## config.mk

```make
export PLATFORM = sky130hd
export DESIGN_NAME = alu_status_word
export DESIGN_NICKNAME = d
export VERILOG_FILES = /design/src/alu_status_pkg.sv /design/src/alu_status_word.sv /design/src/alu_flag_unit.sv
export SDC_FILE = /design/constraint.sdc
export NUM_CORES = 1
export LEC_CHECK = 0
export BUFFER_PORTS_ARGS = -buffer_cell sky130_fd_sc_hd__buf_4
export CAP_MARGIN = 5
export CORE_MARGIN = 2
export CORE_UTILIZATION = 45
export DETAILED_ROUTE_END_ITERATION = 8
export PLACE_DENSITY = 0.83
export SLEW_MARGIN = 20
export SYNTH_ARGS = -nofsm -noshare
export SYNTH_HDL_FRONTEND = slang
export SYNTH_SLANG_ARGS = --single-unit
```

## constraint.sdc

```tcl
create_clock -name clk_i -period 5.55 [get_ports clk_i]
set_clock_uncertainty 0.1 [all_clocks]
set_input_delay 0.8325 -clock clk_i [delete_from_list [all_inputs] [get_ports clk_i]]
set_output_delay 0.8325 -clock clk_i [all_outputs]
set_load 0.05 [all_outputs]
```

## src/alu_status_pkg.sv

```systemverilog
// package for the alu status word block: bit positions, register offsets,
// reset values and the carrier structs shared by the main file and the flag unit.
// assumes a 16-bit status word reached over a 32-bit classic wishbone slave.
package alu_status_pkg;

    // ------------------------------------------------------------------
    // status word bit positions
    // ------------------------------------------------------------------
    localparam int unsigned CARRY_BIT    = 0;
    localparam int unsigned ZERO_BIT     = 1;
    localparam int unsigned OVF_BIT      = 2;
    localparam int unsigned NEG_BIT      = 3;
    localparam int unsigned REPEAT_BIT   = 4;
    localparam int unsigned PRIO_LSB     = 5;
    localparam int unsigned PRIO_MSB     = 7;
    localparam int unsigned HALF_BIT     = 8;
    localparam int unsigned PRIO_W       = 3;
    localparam int unsigned LEVEL_W      = 4;
    localparam int unsigned WORD_W       = 16;
    localparam int unsigned BYTE_W       = 8;
    // half carry taken out of this many low-order bits
    localparam int unsigned HALF_BYTE_POS = 4;
    localparam int unsigned HALF_WORD_POS = 8;
    localparam int unsigned NEST_DIS_BIT  = 15;

    // ------------------------------------------------------------------
    // register map (byte addresses on the bus)
    // ------------------------------------------------------------------
    localparam logic [7:0] STATUS_OFS  = 8'h00;
    localparam logic [7:0] CONFIG_OFS  = 8'h04;
    localparam logic [7:0] LEVEL_OFS   = 8'h08;
    localparam logic [15:0] STATUS_RST = 16'h0000;
    localparam logic [15:0] STATUS_MASK = 16'h01FF;
    localparam logic [31:0] UNMAPPED_RD = 32'h0000_0000;

    // ------------------------------------------------------------------
    // carriers
    // ------------------------------------------------------------------
    typedef enum logic [1:0] {
        OP_ADD,
        OP_SUB,
        OP_PASS
    } alu_op_t;

    typedef struct packed {
        logic                valid;
        logic                byte_mode;
        logic                use_carry;
        alu_op_t             op;
        logic [WORD_W-1:0]   a;
        logic [WORD_W-1:0]   b;
    } alu_req_t;

    typedef struct packed {
        logic half_carry_flag;
        logic neg;
        logic signed_overflow_flag;
        logic zero;
        logic carry;
    } alu_flags_t;

    typedef struct packed {
        logic        cyc;
        logic        stb;
        logic        we;
        logic [3:0]  sel;
        logic [7:0]  adr;
        logic [31:0] dat;
    } wb_req_t;

endpackage : alu_status_pkg

```

## src/alu_status_word.sv

```systemverilog
// alu status word: arithmetic flags, repeat indicator and cpu priority level,
// with a classic wishbone slave for software access.
// assumes the alu, repeat and interrupt logic drive one-cycle update strobes
// synchronous to clk_i; the fourth priority bit is kept in core control outside.
`timescale 1ns/1ns
`default_nettype none
module alu_status_word (
    input  wire  logic                            clk_i,
    input  wire  logic                            rst_i,
    // wishbone slave
    input  wire  logic                            cyc_i,
    input  wire  logic                            stb_i,
    input  wire  logic                            we_i,
    input  wire  logic [3:0]                      sel_i,
    input  wire  logic [7:0]                      adr_i,
    input  wire  logic [31:0]                     dat_i,
    output logic [31:0]                           dat_o,
    output logic                                  ack_o,
    // alu side
    input  wire  alu_status_pkg::alu_req_t        alu_req_i,
    output logic [alu_status_pkg::WORD_W-1:0]     alu_result_o,
    // repeat loop and interrupt logic
    input  wire  logic                            repeat_set_i,
    input  wire  logic                            repeat_clr_i,
    input  wire  logic                            prio_load_i,
    input  wire  logic [alu_status_pkg::PRIO_W-1:0] prio_value_i,
    input  wire  logic                            priority_level_msb_i,
    // status outputs
    output logic [alu_status_pkg::WORD_W-1:0]     alu_status_word_o,
    output logic [alu_status_pkg::LEVEL_W-1:0]    cpu_priority_level_o,
    output logic                                  nesting_disable_o
);

    // ------------------------------------------------------------------
    // state
    // ------------------------------------------------------------------
    typedef struct packed {
        logic [alu_status_pkg::WORD_W-1:0]  result;
        logic                               half_carry_flag;
        logic [alu_status_pkg::PRIO_W-1:0]  cpu_priority_level;
        logic                               repeat_active_flag;
        logic                               neg;
        logic                               signed_overflow_flag;
        logic                               zero;
        logic                               carry;
        logic                               nesting_disable;
        logic                               ack;
        logic [31:0]                        rdata;
    } state_t;

    state_t state_q;
    state_t state_d;

    alu_status_pkg::alu_flags_t        flags;
    logic [alu_status_pkg::WORD_W-1:0] result;
    logic [alu_status_pkg::WORD_W-1:0] status_word;

    alu_flag_unit u_flags (
        .req_i      (alu_req_i),
        .carry_in_i (state_q.carry),
        .result_o   (result),
        .flags_o    (flags)
    );

    // ------------------------------------------------------------------
    // helpers
    // ------------------------------------------------------------------
    // merge a 16-bit write through the two low byte enables
    function automatic logic [15:0] merge16(input logic [15:0] old_v,
                                            input logic [31:0] new_v,
                                            input logic [3:0]  sel);
        logic [15:0] m;
        m = old_v;
        if (sel[0]) begin
            m[7:0] = new_v[7:0];
        end
        if (sel[1]) begin
            m[15:8] = new_v[15:8];
        end
        return m;
    endfunction : merge16

    always_comb begin
        status_word = '0;
        status_word[alu_status_pkg::HALF_BIT]   = state_q.half_carry_flag;
        status_word[alu_status_pkg::PRIO_MSB:alu_status_pkg::PRIO_LSB] = state_q.cpu_priority_level;
        status_word[alu_status_pkg::REPEAT_BIT] = state_q.repeat_active_flag;
        status_word[alu_status_pkg::NEG_BIT]    = state_q.neg;
        status_word[alu_status_pkg::OVF_BIT]    = state_q.signed_overflow_flag;
        status_word[alu_status_pkg::ZERO_BIT]   = state_q.zero;
        status_word[alu_status_pkg::CARRY_BIT]  = state_q.carry;
    end

    // ------------------------------------------------------------------
    // next state
    // ------------------------------------------------------------------
    logic        wb_hit;
    logic        wb_wr;
    logic [15:0] sw_word;
    logic [15:0] cfg_word;

    always_comb begin
        state_d  = state_q;
        wb_hit   = cyc_i && stb_i && !state_q.ack;
        wb_wr    = wb_hit && we_i;
        sw_word  = merge16(status_word, dat_i, sel_i);
        cfg_word = merge16({state_q.nesting_disable, 15'h0000}, dat_i, sel_i);
        state_d.ack   = wb_hit;
        state_d.rdata = alu_status_pkg::UNMAPPED_RD;

        // software writes go first so hardware events in the same cycle win
        if (wb_wr && adr_i == alu_status_pkg::STATUS_OFS) begin
            state_d.half_carry_flag      = sw_word[alu_status_pkg::HALF_BIT];
            state_d.neg                  = sw_word[alu_status_pkg::NEG_BIT];
            state_d.signed_overflow_flag = sw_word[alu_status_pkg::OVF_BIT];
            state_d.zero                 = sw_word[alu_status_pkg::ZERO_BIT];
            state_d.carry                = sw_word[alu_status_pkg::CARRY_BIT];
            if (!state_q.nesting_disable) begin
                state_d.cpu_priority_level = sw_word[alu_status_pkg::PRIO_MSB:alu_status_pkg::PRIO_LSB];
            end
        end
        if (wb_wr && adr_i == alu_status_pkg::CONFIG_OFS) begin
            state_d.nesting_disable = cfg_word[alu_status_pkg::NEST_DIS_BIT];
        end
        // level register is read-only: writes to it do nothing

        if (wb_hit && !we_i) begin
            case (adr_i)
                alu_status_pkg::STATUS_OFS: state_d.rdata = {16'h0000, status_word};
                alu_status_pkg::CONFIG_OFS: state_d.rdata = {16'h0000, state_q.nesting_disable, 15'h0000};
                alu_status_pkg::LEVEL_OFS:  state_d.rdata = {28'h0000000, cpu_priority_level_o};
                default:                    state_d.rdata = alu_status_pkg::UNMAPPED_RD;
            endcase
        end

        if (alu_req_i.valid) begin
            state_d.result               = result;
            state_d.neg                  = flags.neg;
            state_d.signed_overflow_flag = flags.signed_overflow_flag;
            state_d.zero                 = flags.zero;
            state_d.carry                = flags.carry;
            state_d.half_carry_flag      = flags.half_carry_flag;
        end
        if (repeat_clr_i) begin
            state_d.repeat_active_flag = 1'b0;
        end
        if (repeat_set_i) begin
            state_d.repeat_active_flag = 1'b1;
        end
        if (prio_load_i) begin
            state_d.cpu_priority_level = prio_value_i;
        end
    end

    always_ff @(posedge clk_i) begin
        if (rst_i) begin
            state_q <= '0;
        end else begin
            state_q <= state_d;
        end
    end

    // ------------------------------------------------------------------
    // outputs
    // ------------------------------------------------------------------
    assign dat_o             = state_q.rdata;
    assign ack_o             = state_q.ack;
    assign alu_result_o      = state_q.result;
    assign alu_status_word_o = status_word;
    assign nesting_disable_o = state_q.nesting_disable;
    // level plus eight when msb set
    assign cpu_priority_level_o = {priority_level_msb_i, state_q.cpu_priority_level};

endmodule : alu_status_word
`default_nettype wire

```

## src/alu_flag_unit.sv

```systemverilog
// combinational adder that produces the result and the five arithmetic flags.
// assumes operands are presented together with the request; result is not registered here.
`timescale 1ns/1ns
`default_nettype none
module alu_flag_unit (
    input  wire  alu_status_pkg::alu_req_t   req_i,
    input  wire  logic                       carry_in_i,
    output logic [alu_status_pkg::WORD_W-1:0] result_o,
    output var alu_status_pkg::alu_flags_t   flags_o
);
    localparam int unsigned W  = alu_status_pkg::WORD_W;
    localparam int unsigned BW = alu_status_pkg::BYTE_W;

    logic [W-1:0] opb;
    logic         cin;
    logic [W:0]   sum;
    logic [W:0]   low_sum;
    logic [alu_status_pkg::HALF_WORD_POS:0] half_sum;
    logic [alu_status_pkg::HALF_BYTE_POS:0] nib_sum;
    logic [BW:0]  byte_sum;

    always_comb begin
        opb = (req_i.op == alu_status_pkg::OP_SUB) ? ~req_i.b : req_i.b;
        if (req_i.op == alu_status_pkg::OP_PASS) begin
            opb = '0;
        end
        // subtract adds the inverted operand plus one, or plus carry_in_i when use_carry is set; borrow then reads as carry clear
        cin = req_i.use_carry ? carry_in_i : (req_i.op == alu_status_pkg::OP_SUB);
        sum = {1'b0, req_i.a} + {1'b0, opb} + {{W{1'b0}}, cin};
        low_sum  = sum;
        byte_sum = {1'b0, req_i.a[BW-1:0]} + {1'b0, opb[BW-1:0]} + {{BW{1'b0}}, cin};
        nib_sum  = {1'b0, req_i.a[alu_status_pkg::HALF_BYTE_POS-1:0]}
                 + {1'b0, opb[alu_status_pkg::HALF_BYTE_POS-1:0]}
                 + {{alu_status_pkg::HALF_BYTE_POS{1'b0}}, cin};
        half_sum = byte_sum;
        result_o = req_i.byte_mode ? {{(W-BW){1'b0}}, byte_sum[BW-1:0]} : low_sum[W-1:0];
        flags_o.half_carry_flag = req_i.byte_mode ? nib_sum[alu_status_pkg::HALF_BYTE_POS]
                                                  : half_sum[alu_status_pkg::HALF_WORD_POS];
        if (req_i.byte_mode) begin
            flags_o.neg   = byte_sum[BW-1];
            flags_o.carry = byte_sum[BW];
            flags_o.zero  = (byte_sum[BW-1:0] == '0);
            flags_o.signed_overflow_flag = (req_i.a[BW-1] == opb[BW-1]) && (byte_sum[BW-1] != req_i.a[BW-1]);
        end else begin
            flags_o.neg   = sum[W-1];
            flags_o.carry = sum[W];
            flags_o.zero  = (sum[W-1:0] == '0);
            flags_o.signed_overflow_flag = (req_i.a[W-1] == opb[W-1]) && (sum[W-1] != req_i.a[W-1]);
        end
    end
endmodule : alu_flag_unit
`default_nettype wire

```

==> results.sh <==
export IMPL_fin_crit_sh_pct=79.0
export IMPL_p_leak_nw=1.71
export IMPL_place_congestion=0.824
export IMPL_grt_max_degree=34
export IMPL_whs_ps=381
export IMPL_root_buffer="clkbuf_8"
export IMPL_min_from="alu_result_o[1]"
export IMPL_worstSetupStartpoint="alu_req_i[32]"
export IMPL_synthCells=355
export IMPL_startpoint_type="input pin"
export IMPL_cts_buffer_depth=2
export IMPL_r2r_start="alu_status_word_o[0]"
export IMPL_hold_buffers=0
export IMPL_nets=557
export IMPL_synth_async_reset_ratio_pct=0
export IMPL_io_buffers=108
export IMPL_ys_ff_latch=37
export IMPL_grt_pass1_vias=2437
export IMPL_initial_core_util_pct=46.9
export IMPL_clkTransAtPathRegs_ps=70
export IMPL_cts_sinks=37
export IMPL_die_w_um=83.0
export IMPL_ant_nets=0
export IMPL_slew_violations=0
export IMPL_cp_data_arrival_time_ps=4470
export IMPL_hold_path_class="reg2reg"
export IMPL_cts_buffers=5
export IMPL_postCtsSetupBuffers=0
export IMPL_setup_ws_ps=1170
export IMPL_setup_tns_ps=0
export IMPL_worst_ep_required_time_ps=5640
export IMPL_wl_um=6840
export IMPL_drt_initial_drc_count=79
export IMPL_grt_overflow=0
export IMPL_finalHoldViolations=0
export IMPL_worstMarginPinSlew_ps=648
export IMPL_max_slew_margin_pct=56.5
export IMPL_clk_latency_ps=280
export IMPL_synth_cell_types=52
export IMPL_whs_path_depth=2
export IMPL_period_needed_ps=4380
export IMPL_drcViolationCount=0
export IMPL_ir_worst_vdd_mv=0.151
export IMPL_viasPerCell=5.06
export IMPL_ios=163
export IMPL_dp_hpwl_um=5670
export IMPL_synth_edff_count=0
export IMPL_dp_slack_ps=860
export IMPL_drv_cap=0
export IMPL_crit_fanout=33
export IMPL_antenna_found_initial=0
export IMPL_drt_wirelength_per_cell_um=13.1
export IMPL_ctsResizeCount=0
export IMPL_setup_violations_final=0
export IMPL_drive_gt1_share_pct=27.0
export IMPL_first_pass_iters=4
export IMPL_cp_end_kind="register"
export IMPL_track_usage_pct=19.4
export IMPL_synth_warnings=0
export IMPL_ys_flop_type="dfxtp_1"
export IMPL_totalPowerFinal_mw=0.854
export IMPL_die_area_sq_um=6900
export IMPL_grt_pass1_wl_um=11200
export IMPL_antenna_cells=0
export IMPL_crit_type="in2reg"
export IMPL_core_sq_um=5990
export IMPL_status="completed"
export IMPL_synth_yosys_seq_area_share_pct=26.3
export IMPL_vias=2644
export IMPL_h_tree_depth=2
export IMPL_syn_area_sq_um=2810
export IMPL_cts_tree="yes"
export IMPL_max_freq_mhz=228
export IMPL_syn_avg_cell_area_sq_um=7.92
export IMPL_grt_setup_unrepaired="false"
export IMPL_final_util_pct=59.8
export IMPL_rows=28
export IMPL_pwr_density_cell_nw_per_um2=238
export IMPL_die_h_um=83.0
export IMPL_area_growth_pct=27.4
export IMPL_r2r_cells=11
[per-stage QoR]
step,area [sq um],instances
floorplan,2920,383
global placement,3500,515
detailed placement,3500,515
CTS,3580,523
global route,3580,523
finish,3580,523
[kinds of logic after synthesis]
kind of cell / after synthesis / synth area share [%]
mux: 13 / 4.76
compound gates: 87 / 20.6
other cells: 1 / 0.133
xor+xnor: 27 / 8.41
simple gates: 112 / 19.0
flops: 37 / 26.3
fa+ha+maj: 17 / 8.10
buf+inv: 61 / 12.7
[cells in the final DEF, fill, tap and decap left out, types with 7 or more instances in the layout]
| cell type | netlist | final |
|---|---|---|
| buf_4 | 34 | 108 |
| nor2_1 | 44 | 44 |
| dfxtp_1 | 37 | 37 |
| conb_1 | 1 | 29 |
| o21ai_0 | 24 | 24 |
| xnor2_1 | 22 | 22 |
| nand3_1 | 21 | 21 |
| a21oi_1 | 18 | 18 |
| nand2_1 | 16 | 16 |
| ha_1 | 15 | 15 |
| inv_1 | 10 | 10 |
| mux2i_1 | 10 | 10 |
| and3_1 | 9 | 9 |
| o21a_1 | 7 | 7 |
| a22oi_1 | 7 | 7 |
[Yosys cell counts (all sizes together) (3+ instances only)]
master,instances,area (sq um)
a31oi,3,18.8
and3,9,56.3
o21a,7,52.6
nor3,5,25.0
a21oi,18,90.1
inv,10,37.5
a21o,5,37.5
buf,35,259
nand3,21,105
o21ai,27,146
nor2,44,165
nor2b,4,25.0
nand2,16,60.1
clkbuf,16,60.1
mux2,3,33.8
a22oi,7,52.6
o31a,5,43.8
xor2,5,43.8
xnor2,22,193
dfxtp,37,741
ha,15,188
mux2i,10,100
[cell type report]
| class | count | area (sq um) |
|---|---|---|
| clock buffers | 8 | 80.1 |
| fillers | 580 | 2410 |
| inverters | 10 | 37.5 |
| multi-input cells | 285 | 1820 |
| flip-flops and latches | 37 | 741 |
| well taps | 75 | 93.8 |
| repair buffers | 108 | 811 |
[path summary, 6_finish.rpt]
kind | endpoint | slack (ps)
setup reg to reg | alu_status_word_o[1] | 1800
setup / recovery | alu_status_word_o[1] | 1170
hold / removal | alu_result_o[1] | 380
hold reg to reg | alu_result_o[1] | 380
[where the power goes]
group	total, mW	leakage [nW]	internal (mW)	switching [mW]
Clock	0.174	0.0395	0.0891	0.0853
Sequential	0.294	0.303	0.282	0.0120
Combinational	0.386	1.36	0.141	0.245
[layer usage]
layer | global-route usage [%] | up-vias | part of all wire, %
met1 | 23.9 | 1156 | 44
met5 | 0 | - | 0
met2 | 33.8 | 113 | 47
met3 | 4.57 | 4 | 8.2
met4 | 5.37 | 0 | 0.70
li1 | - | 1371 | -
[registers in the layout, indices dropped and copies added, names as in the netlist]
| name | count |
|---|---|
| nesting_disable_o | 1 |
| alu_result_o | 16 |
| dat_o | 10 |
| alu_status_word_o | 9 |
| ack_o | 1 |
[worst max-delay path, stage by stage]
cell and delay [ps]:
buf_4 330, xor2_1 170, o21ai_0 120, fa_1 460, fa_1 430, nor2b_1 160
o31a_1 220, o31a_1 220, a21oi_1 90, a2111oi_2 360, or4b_1 450, or4_1 420
o41ai_2 200
(Power assumes the default switching activity.)
